`config.mk`:
```
export PLATFORM = sky130hd
export DESIGN_NAME = command_group_framer
export DESIGN_NICKNAME = d
export VERILOG_FILES = /design/src/core/framer_pkg.sv /design/src/core/byte_fifo.sv /design/src/core/command_group_framer.sv
export SDC_FILE = /design/constraint.sdc
export NUM_CORES = 2
export LEC_CHECK = 0
export BUFFER_PORTS_ARGS = -buffer_cell sky130_fd_sc_hd__buf_2
export CAP_MARGIN = 40
export CORE_ASPECT_RATIO = 0.8
export CORE_MARGIN = 1.5
export CORE_UTILIZATION = 40
export CTS_CLUSTER_SIZE = 20
export DETAILED_ROUTE_END_ITERATION = 16
export HOLD_SLACK_MARGIN = 0.15
export PLACE_DENSITY = 0.53
export SYNTH_ARGS = -nofsm -noshare
export SYNTH_HDL_FRONTEND = slang
export SYNTH_SLANG_ARGS = --single-unit
```
`constraint.sdc`:
```
create_clock -name clk_in -period 26.8 [get_ports clk_in]
set_input_delay 4.02 -clock clk_in [delete_from_list [all_inputs] [get_ports clk_in]]
set_output_delay 4.02 -clock clk_in [all_outputs]
set_load 0.01 [all_outputs]
```
`src/core/framer_pkg.sv`:
```
// Constants, state types and the checksum step shared by the group framer.
// Assumes one system clock; the serial link is sampled, never used as a clock.
package framer_pkg;
    localparam logic [7:0]  LEN_MIN         = 8'h04;
    localparam logic [7:0]  LEN_MAX         = 8'h9B;
    localparam logic [7:0]  CRC_LSB_BACK    = 8'h02;
    localparam logic [7:0]  CRC_MSB_BACK    = 8'h01;
    localparam logic [7:0]  FRAME_OVERHEAD  = 8'h03;
    localparam logic [7:0]  PACKET_FIRST    = 8'h01;
    localparam logic [7:0]  STATUS_COMM_ERR = 8'hFF;
    localparam logic [15:0] CRC_POLY        = 16'h8005;
    localparam logic [15:0] CRC_INIT        = 16'h0000;
    localparam logic [3:0]  BIT_LAST        = 4'h8;
    localparam logic [3:0]  BIT_ACK         = 4'h9;
    localparam logic [7:0]  IDX_OPCODE      = 8'h00;
    localparam logic [7:0]  IDX_FIRST_PARAM = 8'h01;
    localparam logic [7:0]  IDX_SECOND_LO   = 8'h02;
    localparam logic [7:0]  IDX_SECOND_HI   = 8'h03;

    typedef enum logic [2:0] {
        F_IDLE  = 3'b000, F_BODY = 3'b001, F_CHECK = 3'b011, F_EXEC = 3'b010,
        F_BUILD = 3'b110, F_CRCL = 3'b111, F_CRCH  = 3'b101
    } frame_state_t;

    typedef enum logic [2:0] {
        L_IDLE = 3'b000, L_ADDR = 3'b001, L_WRITE = 3'b011, L_READ = 3'b010, L_SKIP = 3'b110
    } link_state_t;

    // Bits enter least significant first, register shifts toward the top
    function automatic logic [15:0] crc_byte(input logic [15:0] crc, input logic [7:0] data);
        logic [15:0] c;
        c = crc;
        for (int i = 0; i < 8; i++) begin
            c = (data[i] ^ c[15]) ? ({c[14:0], 1'b0} ^ CRC_POLY) : {c[14:0], 1'b0};
        end
        return c;
    endfunction : crc_byte
endpackage : framer_pkg

```
`src/core/byte_fifo.sv`:
```
// Small synchronous FIFO between the serial byte receiver and the framer.
// Assumes both sides on clk_in; flush_in empties it in one cycle.
`timescale 1ns/100ps
module byte_fifo #(
    parameter int WIDTH = 8,
    parameter int DEPTH = 16
) (
    input  wire logic             clk_in,
    input  wire logic             rst_n_in,
    input  wire logic             flush_in,
    input  wire logic             wr_valid_in,
    output logic                  wr_ready_out,
    input  wire logic [WIDTH-1:0] wr_data_in,
    output logic                  rd_valid_out,
    input  wire logic             rd_ready_in,
    output logic      [WIDTH-1:0] rd_data_out
);
    localparam int AW = $clog2(DEPTH);
    logic [WIDTH-1:0] mem [DEPTH];
    logic [AW:0]      wr_ptr_q;
    logic [AW:0]      rd_ptr_q;

    assign rd_valid_out = (wr_ptr_q != rd_ptr_q);
    assign wr_ready_out = (wr_ptr_q[AW-1:0] != rd_ptr_q[AW-1:0]) || (wr_ptr_q[AW] == rd_ptr_q[AW]);
    assign rd_data_out  = mem[rd_ptr_q[AW-1:0]];

    always_ff @(posedge clk_in) begin
        if (wr_valid_in && wr_ready_out) begin
            mem[wr_ptr_q[AW-1:0]] <= wr_data_in;
        end
    end

    always_ff @(posedge clk_in) begin
        if (!rst_n_in || flush_in) begin
            wr_ptr_q <= '0;
            rd_ptr_q <= '0;
        end else begin
            if (wr_valid_in && wr_ready_out) wr_ptr_q <= wr_ptr_q + 1'b1;
            if (rd_valid_out && rd_ready_in) rd_ptr_q <= rd_ptr_q + 1'b1;
        end
    end
endmodule : byte_fifo

```
`src/core/command_group_framer.sv`:
```
// Serial target that receives command groups, checks them and frames responses.
// Assumes the executor sits on clk_in and the bus pins arrive unsynchronised.
`timescale 1ns/100ps
module command_group_framer #(
    parameter logic [6:0] TARGET_ADDR = 7'h60,
    parameter int         FIFO_DEPTH  = 16,
    parameter int         BUF_BYTES   = 155
) (
    input  wire logic       clk_in,
    input  wire logic       rst_n_in,
    input  wire logic       sleep_in,
    input  wire logic       scl_in,
    input  wire logic       sda_in,
    output logic            sda_out_out,
    output logic            sda_oe_out,
    output logic            busy_out,
    output logic            cmd_valid_out,
    output logic [7:0]      cmd_count_out,
    output logic [7:0]      opcode_out,
    output logic [7:0]      first_parameter_out,
    output logic [15:0]     second_parameter_out,
    input  wire logic [7:0] cmd_addr_in,
    output logic [7:0]      cmd_data_out,
    input  wire logic       res_wr_in,
    input  wire logic [7:0] res_byte_in,
    input  wire logic       res_done_in
);
    framer_pkg::frame_state_t f_state_q;
    framer_pkg::link_state_t  l_state_q;

    logic [7:0]  cmd_mem [BUF_BYTES];
    logic [7:0]  resp_mem [BUF_BYTES];
    logic [2:0]  scl_sync_q;
    logic [2:0]  sda_sync_q;
    logic        scl_q;
    logic        sda_q;
    logic        scl_rise;
    logic        scl_fall;
    logic        sda_rise;
    logic        sda_fall;
    logic [3:0]  bit_q;
    logic [7:0]  rx_sh_q;
    logic [7:0]  tx_sh_q;
    logic        oe_q;
    logic        host_ack_q;
    logic [7:0]  rd_idx_q;
    logic        push_q;
    logic        fifo_ready;
    logic        fifo_valid;
    logic [7:0]  fifo_data;
    logic        pop;
    logic        res_take;
    logic        busy;
    logic [7:0]  len_q;
    logic [7:0]  cnt_q;
    logic [15:0] crc_q;
    logic [15:0] rx_crc_q;
    logic        err_q;
    logic        resp_ok_q;
    logic [7:0]  resp_len_q;
    logic [7:0]  wr_idx_q;
    logic [7:0]  b_idx_q;
    logic [7:0]  build_byte;
    logic        cmd_valid_q;
    logic [7:0]  cmd_data_q;
    logic [7:0]  opcode_q;
    logic [7:0]  first_param_q;
    logic [15:0] second_param_q;

    // Pin sampling: a level counts once the second and third stages agree
    always_ff @(posedge clk_in) begin
        if (!rst_n_in) begin
            scl_sync_q <= 3'h7;
            sda_sync_q <= 3'h7;
            scl_q      <= 1'b1;
            sda_q      <= 1'b1;
        end else begin
            scl_sync_q <= {scl_sync_q[1:0], scl_in};
            sda_sync_q <= {sda_sync_q[1:0], sda_in};
            if (scl_sync_q[1] == scl_sync_q[2]) scl_q <= scl_sync_q[2];
            if (sda_sync_q[1] == sda_sync_q[2]) sda_q <= sda_sync_q[2];
        end
    end

    assign scl_rise = (scl_sync_q[1] == scl_sync_q[2]) && scl_sync_q[2] && !scl_q;
    assign scl_fall = (scl_sync_q[1] == scl_sync_q[2]) && !scl_sync_q[2] && scl_q;
    assign sda_rise = (sda_sync_q[1] == sda_sync_q[2]) && sda_sync_q[2] && !sda_q;
    assign sda_fall = (sda_sync_q[1] == sda_sync_q[2]) && !sda_sync_q[2] && sda_q;

    assign busy = (f_state_q == framer_pkg::F_CHECK) || (f_state_q == framer_pkg::F_EXEC) ||
                  (f_state_q == framer_pkg::F_BUILD) || (f_state_q == framer_pkg::F_CRCL) ||
                  (f_state_q == framer_pkg::F_CRCH);

    // Open drain: the pin is only ever pulled low, never driven high
    assign sda_out_out = 1'b0;
    assign sda_oe_out  = oe_q;
    assign busy_out    = busy;

    // Link engine; writes carry commands, reads carry answers
    always_ff @(posedge clk_in) begin
        if (!rst_n_in || sleep_in) begin
            l_state_q  <= framer_pkg::L_IDLE;
            bit_q      <= '0;
            rx_sh_q    <= '0;
            tx_sh_q    <= '0;
            oe_q       <= 1'b0;
            host_ack_q <= 1'b0;
            rd_idx_q   <= '0;
            push_q     <= 1'b0;
        end else if (busy) begin
            l_state_q <= framer_pkg::L_IDLE;
            oe_q      <= 1'b0;
            push_q    <= 1'b0;
        end else begin
            push_q <= 1'b0;
            if (scl_q && sda_fall) begin
                l_state_q <= framer_pkg::L_ADDR;
                bit_q     <= '0;
                oe_q      <= 1'b0;
            end else if (scl_q && sda_rise) begin
                l_state_q <= framer_pkg::L_IDLE;
                oe_q      <= 1'b0;
            end else if (l_state_q == framer_pkg::L_IDLE || l_state_q == framer_pkg::L_SKIP) begin
                oe_q <= 1'b0;
            end else if (scl_rise) begin
                if (bit_q < framer_pkg::BIT_LAST) rx_sh_q <= {rx_sh_q[6:0], sda_q};
                if (bit_q == framer_pkg::BIT_LAST) host_ack_q <= !sda_q;
                bit_q <= bit_q + 4'h1;
            end else if (scl_fall) begin
                case (bit_q)
                    framer_pkg::BIT_LAST: begin
                        oe_q <= 1'b0;
                        case (l_state_q)
                            framer_pkg::L_ADDR: begin
                                if (rx_sh_q[7:1] != TARGET_ADDR) begin
                                    l_state_q <= framer_pkg::L_SKIP;
                                end else if (!rx_sh_q[0]) begin
                                    l_state_q <= framer_pkg::L_WRITE;
                                    oe_q      <= 1'b1;
                                end else if (resp_ok_q && f_state_q == framer_pkg::F_IDLE) begin
                                    l_state_q  <= framer_pkg::L_READ;
                                    oe_q       <= 1'b1;
                                    host_ack_q <= 1'b1;
                                    rd_idx_q   <= '0;
                                end else begin
                                    l_state_q <= framer_pkg::L_SKIP;
                                end
                            end
                            framer_pkg::L_WRITE: begin
                                // A full queue refuses the byte so the host sees back-pressure
                                if (fifo_ready) begin
                                    push_q <= 1'b1;
                                    oe_q   <= 1'b1;
                                end else begin
                                    l_state_q <= framer_pkg::L_SKIP;
                                end
                            end
                            default: ;
                        endcase
                    end
                    framer_pkg::BIT_ACK: begin
                        bit_q <= '0;
                        oe_q  <= 1'b0;
                        if (l_state_q == framer_pkg::L_READ) begin
                            if (host_ack_q) begin
                                tx_sh_q  <= resp_mem[rd_idx_q];
                                oe_q     <= !resp_mem[rd_idx_q][7];
                                rd_idx_q <= rd_idx_q + 8'h01;
                            end else begin
                                l_state_q <= framer_pkg::L_SKIP;
                            end
                        end
                    end
                    default: begin
                        if (l_state_q == framer_pkg::L_READ) begin
                            tx_sh_q <= {tx_sh_q[6:0], 1'b0};
                            oe_q    <= !tx_sh_q[6];
                        end
                    end
                endcase
            end
        end
    end

    byte_fifo #(.WIDTH(8), .DEPTH(FIFO_DEPTH)) u_rx_fifo (
        .clk_in       (clk_in),
        .rst_n_in     (rst_n_in),
        .flush_in     (sleep_in),
        .wr_valid_in  (push_q),
        .wr_ready_out (fifo_ready),
        .wr_data_in   (rx_sh_q),
        .rd_valid_out (fifo_valid),
        .rd_ready_in  ((f_state_q == framer_pkg::F_IDLE) || (f_state_q == framer_pkg::F_BODY)),
        .rd_data_out  (fifo_data)
    );
    assign pop = fifo_valid &&
                 ((f_state_q == framer_pkg::F_IDLE) || (f_state_q == framer_pkg::F_BODY));
    assign build_byte = (b_idx_q == '0) ? resp_len_q : resp_mem[b_idx_q];
    assign res_take   = res_wr_in && (wr_idx_q < framer_pkg::LEN_MAX - framer_pkg::CRC_LSB_BACK);
    // Group receiver, checker and answer builder
    always_ff @(posedge clk_in) begin
        if (!rst_n_in || sleep_in) begin
            f_state_q   <= framer_pkg::F_IDLE;
            resp_ok_q   <= 1'b0;
            len_q       <= '0;
            cnt_q       <= '0;
            crc_q       <= framer_pkg::CRC_INIT;
            rx_crc_q    <= '0;
            err_q       <= 1'b0;
            resp_len_q  <= '0;
            wr_idx_q    <= '0;
            b_idx_q     <= '0;
            cmd_valid_q <= 1'b0;
        end else begin
            cmd_valid_q <= 1'b0;
            case (f_state_q)
                framer_pkg::F_IDLE: begin
                    if (pop) begin
                        len_q     <= fifo_data;
                        cnt_q     <= 8'h01;
                        crc_q <= framer_pkg::crc_byte(framer_pkg::CRC_INIT, fifo_data);
                        resp_ok_q <= 1'b0;
                        err_q     <= (fifo_data < framer_pkg::LEN_MIN) ||
                                     (fifo_data > framer_pkg::LEN_MAX);
                        if ((fifo_data < framer_pkg::LEN_MIN) || (fifo_data > framer_pkg::LEN_MAX))
                            f_state_q <= framer_pkg::F_CHECK;
                        else
                            f_state_q <= framer_pkg::F_BODY;
                    end
                end
                framer_pkg::F_BODY: begin
                    if (pop) begin
                        cnt_q <= cnt_q + 8'h01;
                        if (cnt_q < len_q - framer_pkg::CRC_LSB_BACK) begin
                            cmd_mem[cnt_q - framer_pkg::PACKET_FIRST] <= fifo_data;
                            crc_q <= framer_pkg::crc_byte(crc_q, fifo_data);
                        end else if (cnt_q == len_q - framer_pkg::CRC_LSB_BACK) begin
                            rx_crc_q[7:0] <= fifo_data;
                        end else begin
                            rx_crc_q[15:8] <= fifo_data;
                        end
                        if (cnt_q == len_q - framer_pkg::CRC_MSB_BACK)
                            f_state_q <= framer_pkg::F_CHECK;
                    end
                end
                framer_pkg::F_CHECK: begin
                    if (err_q || (rx_crc_q != crc_q)) begin
                        resp_mem[framer_pkg::PACKET_FIRST] <= framer_pkg::STATUS_COMM_ERR;
                        resp_len_q <= framer_pkg::LEN_MIN;
                        b_idx_q    <= '0;
                        crc_q      <= framer_pkg::CRC_INIT;
                        f_state_q  <= framer_pkg::F_BUILD;
                    end else begin
                        cmd_valid_q <= 1'b1;
                        wr_idx_q    <= framer_pkg::PACKET_FIRST;
                        f_state_q   <= framer_pkg::F_EXEC;
                    end
                end
                framer_pkg::F_EXEC: begin
                    if (res_take) begin
                        resp_mem[wr_idx_q] <= res_byte_in;
                        wr_idx_q <= wr_idx_q + 8'h01;
                    end
                    if (res_done_in) begin
                        resp_len_q <= wr_idx_q + framer_pkg::CRC_LSB_BACK + {7'h00, res_take};
                        b_idx_q    <= '0;
                        crc_q      <= framer_pkg::CRC_INIT;
                        f_state_q  <= framer_pkg::F_BUILD;
                    end
                end
                framer_pkg::F_BUILD: begin
                    if (b_idx_q == '0) resp_mem[0] <= resp_len_q;
                    crc_q   <= framer_pkg::crc_byte(crc_q, build_byte);
                    b_idx_q <= b_idx_q + 8'h01;
                    if (b_idx_q == resp_len_q - framer_pkg::FRAME_OVERHEAD)
                        f_state_q <= framer_pkg::F_CRCL;
                end
                framer_pkg::F_CRCL: begin
                    resp_mem[resp_len_q - framer_pkg::CRC_LSB_BACK] <= crc_q[7:0];
                    f_state_q <= framer_pkg::F_CRCH;
                end
                framer_pkg::F_CRCH: begin
                    resp_mem[resp_len_q - framer_pkg::CRC_MSB_BACK] <= crc_q[15:8];
                    resp_ok_q <= 1'b1;
                    f_state_q <= framer_pkg::F_IDLE;
                end
                default: f_state_q <= framer_pkg::F_IDLE;
            endcase
        end
    end

    // Command fields for the executor; only device logic sees the buffers
    always_ff @(posedge clk_in) begin
        cmd_data_q <= cmd_mem[cmd_addr_in];
        if (f_state_q == framer_pkg::F_CHECK) begin
            opcode_q       <= cmd_mem[framer_pkg::IDX_OPCODE];
            first_param_q  <= cmd_mem[framer_pkg::IDX_FIRST_PARAM];
            second_param_q <= {cmd_mem[framer_pkg::IDX_SECOND_HI],
                               cmd_mem[framer_pkg::IDX_SECOND_LO]};
        end
    end

    assign cmd_valid_out        = cmd_valid_q;
    assign cmd_count_out        = len_q;
    assign opcode_out           = opcode_q;
    assign first_parameter_out  = first_param_q;
    assign second_parameter_out = second_param_q;
    assign cmd_data_out         = cmd_data_q;
endmodule : command_group_framer

```
==> results_dict.tcl <==
set metrics [dict create \
    die-area_sq_um 307000 \
    p_switching_uw 1850 \
    setup_viol 0 \
    cap_violations 0 \
    tns_ps 0 \
    cp.arrival_ps 8460 \
    register_area_sq_um 82900 \
    async_flop_share 0 \
    layout.nets 6480 \
    synth_mux_area_frac 0.229 \
    crit_type "in -> reg" \
    reg2reg_slack_ps 19450 \
    synthSimpleGateAreaFrac 0.0344 \
    syn_avg_cell_area_sq_um 19.9 \
    ys_ff_latch 2813 \
    synth.distinct_cells 74 \
    syn-cell-area_sq_um 121000 \
    synth_top_family_by_area "multiplexers" \
    synth_top_cell_by_area "edfxtp_1" \
    cts_tree "yes" \
    clock-sinks 2813 \
    die_h_um 496 \
    sw_frac_of_total 0.205 \
    vias_per_cell 6.15 \
    ys_warn_count 0 \
    slew_headroom 0.220 \
    critPathCaptureType "flip-flop" \
    totalWireLength_um 364000 \
    yosys.cell_count.top_type "edfxtp_1" \
    synth_nets 6184 \
    fin_crit_sh 0.290 \
    ys_top_cells_by_area "edfxtp_1 (66%), mux4_2 (22%), dfxtp_1 (2.6%)" \
    netlist_instances 6106 \
    multiInputGateArea_sq_um 36500 \
    finalCriticalPeriod_ps 7770 \
    rsz0062_at_grt "false" \
    grt_pass1_wl_um 510000 \
    cts-root-buf "clkbuf_16" \
    timing.hold.ws_ps 417 \
    endpoint "cmd_data_out[5]$_DFF_P_" \
    p_leak_uw 0.0418 \
    synth_fa_ha_area_frac 0.00567 \
    critical_path_required_ps 27490 \
    synth_common_cells "edfxtp_1 (2,656), mux4_2 (1,163), nor2_1 (504)" \
    status "finished clean" \
    synth_edf_count 2656 \
    final_antenna_net_count 0 \
    p_comb_frac 0.022 \
    die_x_um 619 \
    postCtsResizedCells 0 \
    ys.flop_type "edfxtp_1" \
    cp-startpoint "cmd_addr_in[0]" \
    drive_gt1_frac 0.306 \
    synth_top_area_frac 0.657 \
    core_area_sq_um 301000 \
    io_buffers 73 \
    p_int_uw 7200 \
    grt_antenna_before_repair 24 \
    worst_pin_slew_ps 1170 \
    gp_congestion 0.895 \
    nFillCells 25100 \
    peakVddDrop_uv 44.9 \
    finalClockSkew_ps 88.7 \
    start_util 0.403 \
    first_iter_violations 8970 \
    ios 75 \
    total_power_uw 9060 \
    maxSlewViolCount 0 \
    max_freq_mhz 129 \
    grt-ovfl-total 0 \
    hold_path_class "reg -> reg" \
    num_vias 65400 \
    post_cts_buffers 0 \
    reg2regPathDepth 15 \
    synth_compound_area_frac 0.0191 \
    post_drt_wl_per_cell_um 34.2 \
    synthXorXnorAreaFrac 0.0114 \
    ys_seq_area_frac 0.683 \
    grt_pass1_vias 63900 \
    h-tree-depth 5 \
    path_clk_slew_ps 60 \
    area_growth_pct 13.7 \
    drtPass1Iterations 5 \
    cts_buffers 300 \
    num_rows 180 \
    power_per_cell_area_nw_per_um2 65.7 \
    drcViolationCount 0 \
    post-dp-hpwl_um 243000 \
    clockBufferDepth 4 \
    pwr-share-seq 0.527 \
    timing.rr.end "crc_q[0]$_SDFFE_PP0P_" \
    hold_buffers 0 \
    clkPwrFrac 0.452 \
    hold_viol_final 0 \
    insertion_delay_ps 880 \
    grt_max_degree 157 \
    startpoint_type "input port" \
    grt_use_total 0.235 \
    crit_path_max_fanout 58 \
]
==> worst max-delay path, stage by stage <==
cell	delay [ps]
buf_8	530
buf_4	720
buf_4	710
mux4_2	600
mux4_2	570
mux4_2	640
nor2b_1	200
a211oi_1	250
a21oi_1	60
==> power groups by stage <==
stage,sequential [uW],combinational [uW],clock (uW)
after global routing,4770,210,4310
after floorplan,4870,117,0
after global placement,4860,197,0
final,4770,198,4090
after detailed placement,4860,202,0
after CTS,4770,202,4160
==> layout by cell type (no fill, tap or decap), types with 55 or more instances in the layout <==
| master | count |
|---|---|
| o21ai_0 | 63 |
| xor2_1 | 66 |
| edfxtp_1 | 2656 |
| nor2_1 | 504 |
| nand2_1 | 219 |
| clkinv_1 | 55 |
| mux2i_1 | 141 |
| clkbuf_1 | 64 |
| dfxtp_1 | 146 |
| a21oi_1 | 94 |
| buf_2 | 73 |
| buf_4 | 216 |
| ha_1 | 55 |
| xnor2_1 | 81 |
| mux4_2 | 1155 |
| clkbuf_16 | 311 |
==> layer usage <==
layer	GRT usage	wire length [um]	vias up
met3	0.0601	37700	419
li1	-	-	26100
met2	0.334	156000	3361
met1	0.365	162000	35600
met4	0.0510	7900	6
met5	0	22	-
==> cells by family (layout without fill, tap and decap cells) <==
group	count (synthesis)	in the layout
flops	2813	2813
mux	1319	1319
simple gates	965	965
buf+inv	447	969
compound gates	354	354
xor+xnor	152	152
fa+ha+maj	55	55
other cells	1	7
==> flip-flops by register name (all words and copies together) (netlist names), 16 cells and up, named ones only <==
name and cells:
cmd_mem 1248, crc_q 16, resp_mem 1248, rx_crc_q 16
second_parameter_out 16, u_rx_fifo.mem 128
==> how the worst min path moves through the flow <==
stage	start	to	slack, ps	cells past startpoint
6_report	scl_sync_q[0]$_SDFF_PN1_	scl_sync_q[1]$_SDFF_PN1_	420	1
5_1_grt	sda_sync_q[0]$_SDFF_PN1_	sda_sync_q[1]$_SDFF_PN1_	430	1
4_1_cts	scl_sync_q[0]$_SDFF_PN1_	scl_sync_q[1]$_SDFF_PN1_	420	1
3_5_place_dp	sda_sync_q[0]$_SDFF_PN1_	sda_sync_q[1]$_SDFF_PN1_	390	1
3_3_place_gp	sda_sync_q[0]$_SDFF_PN1_	sda_sync_q[1]$_SDFF_PN1_	410	1
2_1_floorplan	scl_sync_q[0]$_SDFF_PN1_	scl_sync_q[1]$_SDFF_PN1_	390	1
==> metrics by stage <==
step           utilization  std cells  setup slack (ps)  area (sq um)
2_1_floorplan            -       6106             13930        121000
3_3_place_gp         0.419       9914             18110        126000
3_5_place_dp         0.426      10100             18130        128000
4_1_cts              0.458      10600             19030        138000
5_1_grt              0.458      10600             18740        138000
6_report             0.458      10600             19030        138000
==> area by class of cell <==
cell class	count	share of cell area
Tap cell	4004	0.0363
Inverter	44	0.00120
Multi-Input combinational cell	2846	0.265
Timing Repair Buffer	397	0.0276
Clock buffer	377	0.0584
Sequential cell	2813	0.601
Clock inverter	151	0.0103
Antenna cell	6	0.000109
Power figures use the tool's default switching activity.
